==> config.mk <==
export PLATFORM = sky130hd
export DESIGN_NAME = enm_event_notify
export DESIGN_NICKNAME = d
export VERILOG_FILES = /design/src/design/enm_pkg.sv /design/src/design/enm_event_notify.sv /design/src/design/enm_period_timer.sv
export SDC_FILE = /design/constraint.sdc
export NUM_CORES = 2
export LEC_CHECK = 0
export BUFFER_PORTS_ARGS = -buffer_cell sky130_fd_sc_hd__buf_4
export CAP_MARGIN = 25
export CORE_UTILIZATION = 30
export DETAILED_ROUTE_END_ITERATION = 10
export GPL_TIMING_DRIVEN = 0
export PLACE_DENSITY_LB_ADDON = 0.08
export SYNTH_ARGS = -nofsm -noshare
export SYNTH_HDL_FRONTEND = slang
export SYNTH_SLANG_ARGS = --single-unit
==> constraint.sdc <==
create_clock -name clk -period 5.15 [get_ports clk]
set_clock_uncertainty 0.15 [all_clocks]
set_input_delay 0 -clock clk [delete_from_list [all_inputs] [get_ports clk]]
set_output_delay 0 -clock clk [all_outputs]
set_load 0.02 [all_outputs]
==> src/design/enm_pkg.sv <==
// Package of constants and types for the event notification and multidrop block
package enm_pkg;
    // Register offsets (byte addresses)
    localparam logic [7:0] ENM_OFF_CTRL      = 8'h00;
    localparam logic [7:0] ENM_OFF_TIMING    = 8'h04;
    localparam logic [7:0] ENM_OFF_MASK_LO   = 8'h08;
    localparam logic [7:0] ENM_OFF_MASK_HI   = 8'h0C;
    localparam logic [7:0] ENM_OFF_STAT_LO   = 8'h10;
    localparam logic [7:0] ENM_OFF_STAT_HI   = 8'h14;
    localparam logic [7:0] ENM_OFF_CFG_CHG   = 8'h18;
    localparam logic [7:0] ENM_OFF_TXN       = 8'h1C;
    localparam logic [7:0] ENM_OFF_TXN_RES   = 8'h20;
    localparam logic [7:0] ENM_OFF_NOTIFY    = 8'h24;
    localparam logic [7:0] ENM_OFF_IRQ_STAT  = 8'h28;
    localparam logic [7:0] ENM_OFF_IRQ_EN    = 8'h2C;
    localparam logic [7:0] ENM_OFF_IRQ_CLR   = 8'h30;
    localparam logic [7:0] ENM_OFF_POLL      = 8'h34;
    localparam logic [7:0] ENM_OFF_SNAP_LO   = 8'h38;
    localparam logic [7:0] ENM_OFF_SNAP_HI   = 8'h3C;
    localparam logic [7:0] ENM_OFF_MASK_2    = 8'h40;   // Mask bits 95:64
    localparam logic [7:0] ENM_OFF_MASK_3    = 8'h44;   // Mask bits 113:96, flags at 17:16

    // Status vector: 114 bits; word 0 and word 1 layouts
    localparam int ENM_STAT_W      = 64;
    localparam int ENM_DEVSTAT_LSB = 0;          // Device status byte
    localparam int ENM_CFG_CHG_BIT = 6;          // Configuration changed, 0x40
    localparam logic [7:0] ENM_CFG_CHG_MASK = 8'h40;
    localparam int ENM_GRP_LSB     = 8;          // Status groups 1..10, bytes 1..10
    localparam int ENM_GRP_N       = 10;
    localparam int ENM_EXT_LSB     = 88;         // Extended device status
    localparam int ENM_DIAG0_LSB   = 96;
    localparam int ENM_DIAG1_LSB   = 104;
    localparam int ENM_AO_SAT_BIT  = 112;        // analog_output_saturation_flag
    localparam int ENM_AO_PIN_BIT  = 113;        // analog_output_pinned_flag
    localparam int ENM_ALL_W       = 114;

    // Control and timing register fields
    localparam int ENM_CTRL_EN_BIT = 0;          // Monitoring enabled
    localparam int ENM_TIM_RETRY_LSB = 0;        // Retry period code, 4 bits
    localparam int ENM_TIM_MAXUPD_LSB = 4;       // Maximum update period code
    localparam int ENM_TIM_DEB_LSB = 8;          // Debounce code, 0 = off

    // Transaction codes
    localparam logic [1:0] ENM_TXN_READ = 2'h0;
    localparam logic [1:0] ENM_TXN_ACK  = 2'h1;

    // Event history
    localparam int ENM_HIST_N = 4;

    // Multidrop
    localparam logic [5:0] ENM_POLL_MAX = 6'h0F;
    localparam logic [15:0] ENM_LOOP_4MA = 16'h0FA0;   // 4 mA in microamps

    // Timebase: 20 MHz clock, 0.5 s tick
    localparam int ENM_CLK_HZ      = 20000000;
    localparam int ENM_TICK_MS     = 500;
    localparam int ENM_TICK_CYC    = ENM_CLK_HZ / 1000 * ENM_TICK_MS;
    localparam int ENM_CNT_W       = 24;

    // Period code to count of 0.5 s ticks: 0.5,1,2,4,8,16,32 s, 1,5,10,15,30,45,60 min
    localparam logic [12:0] ENM_P0  = 13'h0001;
    localparam logic [12:0] ENM_P1  = 13'h0002;
    localparam logic [12:0] ENM_P2  = 13'h0004;
    localparam logic [12:0] ENM_P3  = 13'h0008;
    localparam logic [12:0] ENM_P4  = 13'h0010;
    localparam logic [12:0] ENM_P5  = 13'h0020;
    localparam logic [12:0] ENM_P6  = 13'h0040;
    localparam logic [12:0] ENM_P7  = 13'h0078;
    localparam logic [12:0] ENM_P8  = 13'h0258;
    localparam logic [12:0] ENM_P9  = 13'h04B0;
    localparam logic [12:0] ENM_P10 = 13'h0708;
    localparam logic [12:0] ENM_P11 = 13'h0E10;
    localparam logic [12:0] ENM_P12 = 13'h1518;
    localparam logic [12:0] ENM_P13 = 13'h1C20;

    // Notifier states
    typedef enum logic [1:0] {
        ENM_IDLE    = 2'b00,
        ENM_MONITOR = 2'b01,
        ENM_PENDING = 2'b10
    } enm_state_e;
endpackage

==> src/design/enm_event_notify.sv <==
// Event notification and multidrop polling address logic of the field device
`timescale 1ns/100ps
module enm_event_notify (
    // Clock and reset
    input  wire logic        clk,
    input  wire logic        arst_n,
    // Register port
    input  wire logic [7:0]  reg_addr,
    input  wire logic [31:0] reg_wdata,
    input  wire logic        reg_wr,
    input  wire logic        reg_rd,
    output logic [31:0]      reg_rdata,
    // Status inputs from device diagnostics (other clock domain)
    input  wire logic [enm_pkg::ENM_ALL_W-1:0] status_in,
    input  wire logic        cfg_change,
    // Link side
    output logic             notify_send,
    output logic             notify_is_event,
    output logic             multidrop,
    output logic             loop_fixed,
    output logic             alarm_en,
    output logic             irq
);
    import enm_pkg::*;

    // Synchronisers for asynchronous status inputs
    logic [ENM_ALL_W-1:0] st_s1_reg, st_s2_reg;
    logic                 cc_s1_reg, cc_s2_reg, cc_d_reg;
    always_ff @(posedge clk or negedge arst_n) begin
        if (!arst_n) begin
            st_s1_reg <= '0;
            st_s2_reg <= '0;
            cc_s1_reg <= 1'b0;
            cc_s2_reg <= 1'b0;
            cc_d_reg  <= 1'b0;
        end else begin
            st_s1_reg <= status_in;
            st_s2_reg <= st_s1_reg;
            cc_s1_reg <= cfg_change;
            cc_s2_reg <= cc_s1_reg;
            cc_d_reg  <= cc_s2_reg;
        end
    end
    wire logic cc_pulse = cc_s2_reg & ~cc_d_reg;   // One pulse per change

    // Software registers
    logic             ctrl_en_reg;                 // Monitoring enable
    logic [11:0]      timing_reg;                  // Retry, max update, debounce codes
    logic [ENM_ALL_W-1:0] mask_reg;                // 1 = bit may raise events
    logic [7:0]       cfg_cnt_reg;                 // Configuration change counter
    logic             cfg_flag_reg;                // Configuration changed flag
    logic [5:0]       poll_reg;                    // Polling address
    logic [2:0]       irq_stat_reg, irq_en_reg;    // New event, ack, send

    // Period code lookup, used for both timers
    function automatic logic [12:0] enm_period(input logic [3:0] code);
        case (code)
            4'h0: enm_period = ENM_P0;
            4'h1: enm_period = ENM_P1;
            4'h2: enm_period = ENM_P2;
            4'h3: enm_period = ENM_P3;
            4'h4: enm_period = ENM_P4;
            4'h5: enm_period = ENM_P5;
            4'h6: enm_period = ENM_P6;
            4'h7: enm_period = ENM_P7;
            4'h8: enm_period = ENM_P8;
            4'h9: enm_period = ENM_P9;
            4'hA: enm_period = ENM_P10;
            4'hB: enm_period = ENM_P11;
            4'hC: enm_period = ENM_P12;
            default: enm_period = ENM_P13;
        endcase
    endfunction

    // Full status vector with the configuration flag merged in
    logic [ENM_ALL_W-1:0] status_full;
    always_comb begin
        status_full = st_s2_reg;
        status_full[ENM_CFG_CHG_BIT] = cfg_flag_reg;
    end
    // Only unmasked bits count; the counter bypasses the mask
    wire logic [ENM_ALL_W-1:0] watched = status_full & mask_reg;

    // Half-second timebase
    logic [ENM_CNT_W-1:0] tb_reg;
    logic                 tick_reg;
    always_ff @(posedge clk or negedge arst_n) begin
        if (!arst_n) begin
            tb_reg   <= '0;
            tick_reg <= 1'b0;
        end else if (tb_reg == ENM_CNT_W'(ENM_TICK_CYC - 1)) begin
            tb_reg   <= '0;
            tick_reg <= 1'b1;
        end else begin
            tb_reg   <= tb_reg + 1'b1;
            tick_reg <= 1'b0;
        end
    end

    // Debounce: a change must persist for the debounce interval
    logic [ENM_ALL_W-1:0] cand_reg, last_reg;
    logic                 deb_run_reg;
    logic                 deb_exp;
    wire logic deb_off = (timing_reg[ENM_TIM_DEB_LSB +: 4] == 4'h0);
    wire logic changed = (watched != last_reg);
    enm_period_timer u_deb (
        .clk     (clk),
        .arst_n  (arst_n),
        .tick    (tick_reg),
        .restart (!deb_run_reg || (watched != cand_reg)),
        .limit   (enm_period(timing_reg[ENM_TIM_DEB_LSB +: 4] - 4'h1)),
        .expired (deb_exp)
    );
    // Qualified event: settled status change or a counter step
    wire logic settle = deb_off ? changed : (deb_run_reg && deb_exp && (cand_reg == watched));
    wire logic new_event = ctrl_en_reg && (settle || cc_pulse);

    // Track candidate and last reported status
    always_ff @(posedge clk or negedge arst_n) begin
        if (!arst_n) begin
            cand_reg    <= '0;
            last_reg    <= '0;
            deb_run_reg <= 1'b0;
        end else begin
            cand_reg    <= watched;
            deb_run_reg <= changed && !settle;
            if (settle) begin
                last_reg <= watched;
            end
        end
    end

    // Event history: four records of number and status snapshot
    logic [7:0]           num_reg;                 // Latest event number
    logic [ENM_STAT_W-1:0] hist_lo_reg [ENM_HIST_N];
    logic [7:0]           hist_st_reg [ENM_HIST_N]; // Event status byte, 0 once acked
    logic [1:0]           wptr_reg;
    logic                 ack_hit;
    logic [1:0]           ack_idx;
    always_ff @(posedge clk or negedge arst_n) begin
        if (!arst_n) begin
            num_reg  <= 8'h00;
            wptr_reg <= 2'h0;
            for (int i = 0; i < ENM_HIST_N; i++) begin
                hist_lo_reg[i] <= '0;
                hist_st_reg[i] <= 8'h00;
            end
        end else begin
            if (ack_hit) begin
                hist_st_reg[ack_idx] <= 8'h00;
            end
            if (new_event) begin
                num_reg <= num_reg + 8'h01;
                wptr_reg <= wptr_reg + 2'h1;     // Oldest slot is overwritten
                hist_lo_reg[wptr_reg] <= status_full[ENM_STAT_W-1:0];
                hist_st_reg[wptr_reg] <= 8'h01;  // Set beats a same-cycle ack
            end
        end
    end

    // Look up a requested event number among the four kept
    function automatic logic [2:0] enm_find(input logic [7:0] req, input logic [7:0] latest,
                                            input logic [1:0] wp);
        logic [7:0] age;
        age = latest - req;
        if (latest != 8'h00 && age < 8'h04) begin
            enm_find = {1'b1, wp - 2'h1 - age[1:0]};
        end else begin
            enm_find = 3'b000;
        end
    endfunction

    // Host transactions: read event (0) and acknowledge (1)
    logic [31:0] txn_res_reg;      // Number, status, hit flag
    logic [1:0]  sel_reg;          // Slot chosen by the last read or acknowledge
    wire logic   txn_wr = reg_wr && (reg_addr == ENM_OFF_TXN);
    wire logic [7:0] txn_num = (reg_wdata[7:0] == 8'h00) ? num_reg : reg_wdata[7:0];
    wire logic [2:0] found = enm_find(txn_num, num_reg, wptr_reg);
    assign ack_hit = txn_wr && (reg_wdata[9:8] == ENM_TXN_ACK) && found[2];
    assign ack_idx = found[1:0];
    always_ff @(posedge clk or negedge arst_n) begin
        if (!arst_n) begin
            txn_res_reg <= 32'h0000_0000;
            sel_reg     <= 2'h0;
        end else if (txn_wr) begin
            sel_reg     <= found[1:0];
            txn_res_reg <= {15'h0000, found[2], ack_hit ? 8'h00 : hist_st_reg[found[1:0]],
                            txn_num};
        end
    end
    // Only the latest event keeps the notifier busy, so acking it ends the repeats
    wire logic any_pending = (hist_st_reg[wptr_reg - 2'h1] != 8'h00);

    // Notifier state and retry or update timing
    enm_state_e state_reg;
    logic       per_exp;
    wire logic [3:0] per_code = (state_reg == ENM_PENDING) ? timing_reg[ENM_TIM_RETRY_LSB +: 4]
                                                        : timing_reg[ENM_TIM_MAXUPD_LSB +: 4];
    enm_period_timer u_per (
        .clk     (clk),
        .arst_n  (arst_n),
        .tick    (tick_reg),
        .restart (state_reg == ENM_IDLE || new_event || ack_hit),
        .limit   (enm_period(per_code)),
        .expired (per_exp)
    );
    always_ff @(posedge clk or negedge arst_n) begin
        if (!arst_n) begin
            state_reg       <= ENM_IDLE;
            notify_send     <= 1'b0;
            notify_is_event <= 1'b0;
        end else begin
            notify_send     <= 1'b0;
            notify_is_event <= 1'b0;
            case (state_reg)
                ENM_IDLE: begin
                    if (ctrl_en_reg) begin
                        state_reg <= ENM_MONITOR;
                    end
                end
                ENM_MONITOR: begin
                    if (!ctrl_en_reg) begin
                        state_reg <= ENM_IDLE;
                    end else if (new_event || any_pending) begin
                        state_reg       <= ENM_PENDING;
                        notify_send     <= 1'b1;
                        notify_is_event <= 1'b1;
                    end else if (per_exp) begin
                        notify_send <= 1'b1;
                    end
                end
                ENM_PENDING: begin
                    if (!ctrl_en_reg) begin
                        state_reg <= ENM_IDLE;
                    end else if (!any_pending) begin
                        state_reg <= ENM_MONITOR;
                    end else if (per_exp) begin
                        notify_send     <= 1'b1;
                        notify_is_event <= 1'b1;
                    end
                end
                default: state_reg <= ENM_IDLE;
            endcase
        end
    end

    // Multidrop outputs follow the polling address
    always_ff @(posedge clk or negedge arst_n) begin
        if (!arst_n) begin
            multidrop  <= 1'b0;
            loop_fixed <= 1'b0;
            alarm_en   <= 1'b1;
        end else begin
            multidrop  <= (poll_reg != 6'h00) && (poll_reg <= ENM_POLL_MAX);
            loop_fixed <= (poll_reg != 6'h00);
            alarm_en   <= (poll_reg == 6'h00);
        end
    end

    // Configuration writes, change counter and flag
    always_ff @(posedge clk or negedge arst_n) begin
        if (!arst_n) begin
            ctrl_en_reg  <= 1'b0;
            timing_reg   <= 12'h000;
            mask_reg     <= '0;
            poll_reg     <= 6'h00;
            cfg_cnt_reg  <= 8'h00;
            cfg_flag_reg <= 1'b0;
        end else begin
            if (reg_wr && reg_addr == ENM_OFF_CTRL) begin
                ctrl_en_reg <= reg_wdata[ENM_CTRL_EN_BIT];
            end else if (reg_wr && reg_addr == ENM_OFF_TIMING) begin
                timing_reg <= reg_wdata[11:0];
            end else if (reg_wr && reg_addr == ENM_OFF_MASK_LO) begin
                mask_reg[31:0] <= reg_wdata;
            end else if (reg_wr && reg_addr == ENM_OFF_MASK_HI) begin
                mask_reg[63:32] <= reg_wdata;
            end else if (reg_wr && reg_addr == ENM_OFF_MASK_2) begin
                mask_reg[95:64] <= reg_wdata;
            end else if (reg_wr && reg_addr == ENM_OFF_MASK_3) begin
                mask_reg[ENM_ALL_W-1:96] <= reg_wdata[ENM_ALL_W-97:0];
            end else if (reg_wr && reg_addr == ENM_OFF_POLL) begin
                poll_reg <= reg_wdata[5:0];
            end
            if (cc_pulse) begin
                cfg_cnt_reg  <= cfg_cnt_reg + 8'h01;
                cfg_flag_reg <= 1'b1;
            end else if (reg_wr && reg_addr == ENM_OFF_CFG_CHG && reg_wdata[ENM_CFG_CHG_BIT]) begin
                cfg_flag_reg <= 1'b0;                  // Set wins over clear
            end
        end
    end

    // Interrupt status: new event, acknowledge, notification sent
    always_ff @(posedge clk or negedge arst_n) begin
        if (!arst_n) begin
            irq_stat_reg <= 3'h0;
            irq_en_reg   <= 3'h0;
            irq          <= 1'b0;
        end else begin
            if (reg_wr && reg_addr == ENM_OFF_IRQ_EN) begin
                irq_en_reg <= reg_wdata[2:0];
            end
            irq_stat_reg <= (irq_stat_reg & ~((reg_wr && reg_addr == ENM_OFF_IRQ_CLR)
                            ? reg_wdata[2:0] : 3'h0)) | {notify_send, ack_hit, new_event};
            irq <= |(irq_stat_reg & irq_en_reg);
        end
    end

    // Read port, data one cycle after the strobe
    always_ff @(posedge clk or negedge arst_n) begin
        if (!arst_n) begin
            reg_rdata <= 32'h0000_0000;
        end else if (!reg_rd) begin
            reg_rdata <= 32'h0000_0000;
        end else if (reg_addr == ENM_OFF_CTRL) begin
            reg_rdata <= {29'h0, state_reg, ctrl_en_reg};
        end else if (reg_addr == ENM_OFF_TIMING) begin
            reg_rdata <= {20'h0, timing_reg};
        end else if (reg_addr == ENM_OFF_MASK_LO) begin
            reg_rdata <= mask_reg[31:0];
        end else if (reg_addr == ENM_OFF_MASK_HI) begin
            reg_rdata <= mask_reg[63:32];
        end else if (reg_addr == ENM_OFF_MASK_2) begin
            reg_rdata <= mask_reg[95:64];
        end else if (reg_addr == ENM_OFF_MASK_3) begin
            reg_rdata <= {14'h0000, mask_reg[ENM_ALL_W-1:96]};
        end else if (reg_addr == ENM_OFF_STAT_LO) begin
            reg_rdata <= status_full[31:0];
        end else if (reg_addr == ENM_OFF_STAT_HI) begin
            reg_rdata <= status_full[63:32];
        end else if (reg_addr == ENM_OFF_CFG_CHG) begin
            reg_rdata <= {23'h0, cfg_flag_reg, cfg_cnt_reg};
        end else if (reg_addr == ENM_OFF_TXN_RES) begin
            reg_rdata <= txn_res_reg;
        end else if (reg_addr == ENM_OFF_NOTIFY) begin
            reg_rdata <= {23'h0, any_pending, num_reg};
        end else if (reg_addr == ENM_OFF_IRQ_STAT) begin
            reg_rdata <= {29'h0, irq_stat_reg};
        end else if (reg_addr == ENM_OFF_IRQ_EN) begin
            reg_rdata <= {29'h0, irq_en_reg};
        end else if (reg_addr == ENM_OFF_POLL) begin
            reg_rdata <= {26'h0, poll_reg};
        end else if (reg_addr == ENM_OFF_SNAP_LO) begin
            reg_rdata <= hist_lo_reg[sel_reg][31:0];
        end else if (reg_addr == ENM_OFF_SNAP_HI) begin
            reg_rdata <= hist_lo_reg[sel_reg][63:32];
        end else begin
            reg_rdata <= 32'h0000_0000;      // Unmapped reads as zero
        end
    end

    // Assertions
    AST_ACK_CLEARS: assert property (@(posedge clk) disable iff (!arst_n)
        ack_hit && !new_event |=> hist_st_reg[$past(ack_idx)] == 8'h00)
        else $error("acknowledged event status not cleared");
    AST_NUM_STEP: assert property (@(posedge clk) disable iff (!arst_n)
        new_event |=> num_reg == $past(num_reg) + 8'h01)
        else $error("event number did not step by one");
    AST_CC_EVENT: assert property (@(posedge clk) disable iff (!arst_n)
        cc_pulse && ctrl_en_reg |=> num_reg == $past(num_reg) + 8'h01)
        else $error("configuration counter change raised no event");
    AST_CC_COUNT: assert property (@(posedge clk) disable iff (!arst_n)
        cc_pulse |=> cfg_flag_reg && cfg_cnt_reg == $past(cfg_cnt_reg) + 8'h01)
        else $error("configuration change not recorded");
    AST_MDROP: assert property (@(posedge clk) disable iff (!arst_n)
        poll_reg inside {[6'h01:6'h0F]} |=> multidrop && loop_fixed && !alarm_en)
        else $error("multidrop outputs wrong");
    AST_P2P: assert property (@(posedge clk) disable iff (!arst_n)
        poll_reg == 6'h00 |=> !multidrop && !loop_fixed)
        else $error("address zero left multidrop active");
    AST_OFF_SILENT: assert property (@(posedge clk) disable iff (!arst_n)
        !ctrl_en_reg [*2] |=> !notify_send)
        else $error("notification sent while monitoring is off");
    AST_ACK_STOPS: assert property (@(posedge clk) disable iff (!arst_n)
        state_reg == ENM_PENDING && !any_pending && !new_event |=> state_reg != ENM_PENDING)
        else $error("notification kept after acknowledge");
    AST_LATEST: assert property (@(posedge clk) disable iff (!arst_n)
        txn_wr && reg_wdata[7:0] == 8'h00 |=> txn_res_reg[7:0] == $past(num_reg))
        else $error("read of event zero did not return latest");
endmodule

==> src/design/enm_period_timer.sv <==
// Period timer counting 0.5 s ticks up to a coded period
`timescale 1ns/100ps
module enm_period_timer (
    // Clock and reset
    input  wire logic        clk,
    input  wire logic        arst_n,
    // Control
    input  wire logic        tick,
    input  wire logic        restart,
    input  wire logic [12:0] limit,
    // Result
    output logic             expired
);
    import enm_pkg::*;

    logic [12:0] cnt_reg;   // Ticks elapsed since restart

    // Count ticks, pulse expired on reaching the limit and wrap
    always_ff @(posedge clk or negedge arst_n) begin
        if (!arst_n) begin
            cnt_reg <= 13'h0000;
            expired <= 1'b0;
        end else if (restart) begin
            cnt_reg <= 13'h0000;
            expired <= 1'b0;
        end else if (tick && (cnt_reg + 13'h0001 >= limit)) begin
            cnt_reg <= 13'h0000;
            expired <= 1'b1;
        end else begin
            cnt_reg <= tick ? cnt_reg + 13'h0001 : cnt_reg;
            expired <= 1'b0;
        end
    end
endmodule

Yosys cells after proc, flatten, opt, wreduce, memory -nomap -nowiden. Memory sizes are Yosys's and may differ from the RTL's. Index checks and enable logic that the tools add are counted.

Register bits after elaboration: 1018. ROM bits: 416. Bits of input ports: 159. Output and inout port bits: 38. Word-level logic and storage cells: 236. Memories kept: 2.

Memory list: (no name shown) (words 16, bits a word 13, rd ports 1, clocked after Yosys merged registers in 0, write ports 0, line enm_event_notify.sv:57) `case (code)`; (no name shown) (words 16, bits a word 13, rd ports 1, clocked after Yosys merged registers in 0, write ports 0, line enm_event_notify.sv:57).

Add/sub/neg operators: 10. Order comparisons: 10. Equal/unequal tests: 27. Multiplexer cells: 70. Bitwise operators: 22. Reduce and logical (&&, ||, !) cells: 50.

Operators with widths (number): 32-bit two-way mux (19); 256-bit bitwise mux (1); 114-bit inequality test (2); 64-bit two-way mux (3); 64-bit binary-select mux with 2-bit select (1); 64-bit demux with 2-bit select (1); 114-bit AND (1); 114-bit equality test (1); 13-bit two-way mux (6); 8-bit by 6-bit equality test with 1-bit output (second input constant) (8); 8-bit two-way mux (8); 32-bit AND (1); 8-bit binary-select mux with 2-bit select (2); 8-bit demux with 2-bit select (2); 8-bit by 5-bit equality test with 1-bit output (second input constant) (4); 32-bit inverter (1); 28-bit AND (1); 28-bit inverter (1); 13-bit by 1-bit adder with 13-bit output (second input constant) (2); 13-bit >= comparator (2); 24-bit by 1-bit adder with 24-bit output (second input constant) (1); 24-bit equality test (second input constant) (1); 1-bit logical AND (24); 24-bit two-way mux (1); other kinds (47) (95).

Logic depth before layout (Yosys ltp).
Depth after elaboration: 21. Depth in mapped cells: 19.

Modules after synthesis. From an unflattened synthesis, not the netlist that was laid out.

Cells, all modules: 3500. Area total of the unflattened synthesis: 43525.5 um^2.

By module, submodules not included: enm_event_notify (times used 1, cells each 3242, area an instance 41155.7 um^2, seq. area each 24725.0 um^2); enm_period_timer (u_deb) (times used 1, cells each 139, area an instance 1221.2 um^2, seq. area each 350.3 um^2); enm_period_timer (u_per) (times used 1, cells each 119, area an instance 1148.6 um^2, seq. area each 350.3 um^2).

Worst setup path before layout. No wires, ideal clock.

Path type: register to register. From: reg timing_reg[9]. To: reg u_deb.cnt_reg[10]. Data arrival time: 3757 ps. Required time: 4917 ps. Slack: 1160 ps. Cell stages (with the launch flop): 18. Cell sequence: dfrtp_1 clkbuf_1 inv_1 ha_1 clkbuf_1 xnor2_1 clkbuf_1 and3_1 ha_1 nand2b_1 a21o_1 a21o_1 a21oi_1 o31ai_1 a2111oi_2 clkbuf_1 nand3_1 o21ai_0.

Cells in the longest elaborated chain, start to end: 6. Elaborated cells between the ends (all ways): 7. Classes of those cells: add/sub (1); order compare (1); mux (2); reduce/logical (2); memory (1).

RTL lines: from (decl) (line enm_event_notify.sv:48) `logic [11:0] timing_reg;`; from (signal assigned) (line enm_event_notify.sv:273) `timing_reg <= reg_wdata[11:0];`; 4-bit by 1-bit subtractor with 4-bit output (*) (line enm_event_notify.sv:111) `.limit (enm_period(timing_reg[ENM_TIM_DEB_LSB +: 4] - 4'h1)),`; memory read 16 x 13 bit (*); 13-bit >= comparator (*) (line enm_period_timer.sv:26) `end else if (tick && (cnt_reg + 13'h0001 >= limit)) begin`; 1-bit logical AND (*) (line enm_period_timer.sv:26); 13-bit two-way mux (line enm_period_timer.sv:26); 13-bit two-way mux (line enm_period_timer.sv:23) `end else if (restart) begin`; to (signal assigned) (line enm_period_timer.sv:30) `cnt_reg <= tick ? cnt_reg + 13'h0001 : cnt_reg;`; to (decl) (line enm_period_timer.sv:16) `logic [12:0] cnt_reg;`.

Mark *: on every way between the ends. The rest lies on a longest branch, timed or not. A chain may end at the register's enable or synchronous reset.

Worst setup path in the final report.
From: reg st_s2_reg[63]. To: reg last_reg[77].

Cells in the longest elaborated chain, start to end: 4. Elaborated cells between the ends (all ways): 5. Classes of those cells: eq/ne (2); mux (1); bitwise (1); reduce/logical (1).

RTL lines: from (decl) (line enm_event_notify.sv:27) `logic [ENM_ALL_W-1:0] st_s1_reg, st_s2_reg;`; from (signal assigned) (line enm_event_notify.sv:38) `st_s2_reg <= st_s1_reg;`; 114-bit AND (*) (line enm_event_notify.sv:82) `wire logic [ENM_ALL_W-1:0] watched = status_full & mask_reg;`; 114-bit equality test (line enm_event_notify.sv:115) `wire logic settle = deb_off ? changed : (deb_run_reg && deb_exp && (cand_reg == watched));`; 1-bit logical AND (line enm_event_notify.sv:115); 1-bit two-way mux (*) (line enm_event_notify.sv:115); to (signal assigned) (line enm_event_notify.sv:128) `last_reg <= watched;`; to (decl) (line enm_event_notify.sv:101) `logic [ENM_ALL_W-1:0] cand_reg, last_reg;`.

Marked as above.

==> key figures <==
Die
  • Die width: 390 µm
  • Area of the core: 150000 µm²
  • Die ar.: 152000 µm²
  • Die extent in y: 390 µm
  • FP Rows: 142
  • Initial Util: 30.2%
  • # IOs: 197

Synthesis
  • FF+latch count, synth: 1016
  • Synth async-reset ratio: 100%
  • Synth Cell Area: 45200 µm²
  • Cells after synthesis: 3733
  • Syn nets: 3947
  • Post-synthesis sequential area ratio: 56.3%
  • Number of synthesized flops with an enable pin: 0
  • Yosys cell types: 78
  • Syn. warnings: 0
  • Syn_area_per_cell: 12.1 µm²
  • Ys flop type: dfrtp_1

Setup path
  • CP Launch Type: flop
  • Worst r2r dst: last_reg[77]
  • Crit. End Element: flop
  • Critical setup path kind: reg2reg
  • Req. time, crit path: 5.69 ns
  • Crit path max fanout: 10
  • Crit path DAT: 5.49 ns
  • Worst R2R Start: st_s2_reg[63]
  • Reg2Reg Depth: 12
  • Reg2reg setup slack: 0.20 ns

Clock network
  • Root Driver: clkbuf_16
  • CTS clk-pin slew, worst paths: 0.06 ns
  • CTS tree: built
  • Clk_lat worst skew: 0.77 ns
  • Clk buf depth: 3
  • Num CTS Buffers: 120
  • Clock sink count: 1016
  • Htree depth: 3

Global route
  • Global-route usage over all layers: 23.5%
  • Initial antenna violation count: 12
  • Congestion Overflow GR: 0
  • Largest net degree at the start of global routing: 166
  • Vias in the first global route: 33796
  • First-pass GRT wire length: 255 mm

STA
  • Period Utilization, post-route: 96.2%
  • Worst Hold Margin: 0.00650 ns
  • Max_slew headroom: 23.6%
  • Max Slew Vio Count: 0
  • Final hold vios: 0
  • Measured slew at the worst slew-check pin: 1.12 ns
  • Highest clock rate: 202 MHz
  • RSZ-0062 raised after global routing: true
  • Post-layout min period: 4.95 ns
  • Setup-failing EPs final: 0

Placed design
  • Placed inst area: 49400 µm²
  • DP Cell Count: 5955
  • PortBufs: 188
  • GPL Wtd Cong: 0.945
  • Post-DP HPWL: 132 mm

Cells and area
  • Final Util: 38.0%
  • Most frequent cells in the layout: dfrtp_1 (1015), mux2_2 (367), nand2_1 (360)
  • Register Area: 25400 µm²
  • Nets: 4585
  • P&R area growth vs syn: 25.8%
  • Max reg flops: 256
  • Commonest non-fill, non-tap cell in the layout: dfrtp_1
  • Fin area: 56800 µm²
  • Area of the multi-input gates: 18400 µm²
  • FILL cells: 14805
  • Layout cell share with drive strength beyond 1: 20.9%
  • Final std cells w/o fill: 6490

Routing
  • Pre-antenna DRT Iters: 6
  • Starting DRT DRC Count: 2847
  • DRT antenna net count: 0
  • # DRC: 0
  • Final WL: 179 mm
  • Drt wl/cell: 27.5 µm
  • DR vias: 33901
  • Via density: 5.22

Hold path
  • Hold-critical path endpoint: mask_reg[73]
  • Hold Path Class: in2reg
  • Hold Path Cell Cnt: 3
  • Hold path startpoint: reg_wdata[9]

Power and ir drop
  • Total power: 21.7 mW
  • Maximum VDD drop: 0.000276 V
  • Pwr dens: 382 nW/µm²
  • P_leak: 26.4 nW

Outcome
  • Status: finished clean

Job
  • Max Cap Violations: 0
logic make-up after synthesis:
family          share of synthesized area, %
compound gates                          11.4
xor+xnor                                1.44
fa+ha+maj                               1.52
buf+inv                                 2.91
flops                                   56.3
mux                                     13.8
simple gates                            12.7
routing by layer:
metal,vias to the layer above,wire (µm),GRT usage [%]
li1,15013,-,-
met1,17645,81800,33.4
met2,1004,82100,36.9
met3,233,9190,3.17
met4,6,5360,7.39
met5,-,38,0
how the worst max path moves through the flow:
| stage | startpoint | to | slack, ns | depth (start not counted) |
|---|---|---|---|---|
| 2_1_floorplan | timing_reg[9] | u_deb.cnt_reg[10] | 1.16 | 17 |
| 3_3_place_gp | arst_n | st_s1_reg[19] | -9.41 | 1 |
| 3_5_place_dp | st_s2_reg[63] | last_reg[26] | -0.17 | 11 |
| 4_1_cts | st_s2_reg[63] | last_reg[105] | 0.03 | 11 |
| 5_1_grt | timing_reg[9] | u_deb.cnt_reg[10] | -0.01 | 16 |
| 6_report | st_s2_reg[63] | last_reg[77] | 0.20 | 12 |
worst max-delay path, cell delays in order, from the launching register on:
cell and delay (ns):
dfrtp_1 0.36, clkbuf_1 0.56, a21boi_0 0.48, a2111oi_0 0.50, nand4_1 0.32, nor4_2 0.55, and4_1 0.38, mux2_2 0.32
buf_2 0.43, clkbuf_1 0.44, buf_8 0.23, nand2_1 0.07, nand2_1 0.06
where the power goes:
part           total (mW)  internal (mW)  switching, mW
Combinational        3.26           1.41           1.84
Clock                9.12           5.48           3.64
Sequential           9.33           8.73          0.590
cell type report:
cell class,instances,area share [%]
Sequential cell,1016,44.8
Multi-Input combinational cell,2432,32.5
Timing Repair Buffer,517,8.63
Inverter,79,0.522
Antenna cell,2,0.00881
Clock inverter,49,1.24
Buffer,205,1.80
Clock buffer,174,6.14
Tap cell,2016,4.44
timing repair:
| item | 4_1_cts | 5_1_grt |
|---|---|---|
| pin swaps | 3 | 0 |
| resized for setup | 4 | 8 |
| hold buffers | 304 | 0 |
| hold endpoints to repair | 828 | 0 |
| endpoints found under the setup margin | 295 | 133 |
| setup buffers | 6 | 0 |
metrics by stage:
step,setup slack (ns),setup TNS (ns)
3_3_place_gp,-9.41,-9343.91
3_5_place_dp,-0.168,-13.20
2_1_floorplan,1.16,0
6_report,0.196,0
4_1_cts,0.0250,0
5_1_grt,-0.0138,-0.0138
cell usage after synthesis (52+ instances only):
cell type	number	share of area (%)
nand2_1	360	3.0
nor2_1	94	0.78
clkbuf_1	141	1.2
mux2_2	367	9.2
nand3_1	66	0.73
and2_1	85	1.2
a22oi_1	97	1.6
xnor2_1	52	1.0
nor4_1	55	0.76
and3_1	158	2.2
inv_1	79	0.66
dfrtp_1	1015	56
o21ai_0	104	1.2
o22a_1	79	1.5
a21oi_1	224	2.5
mux4_2	64	3.2
ha_1	55	1.5
No activity file was read; power rests on OpenSTA's default activity.
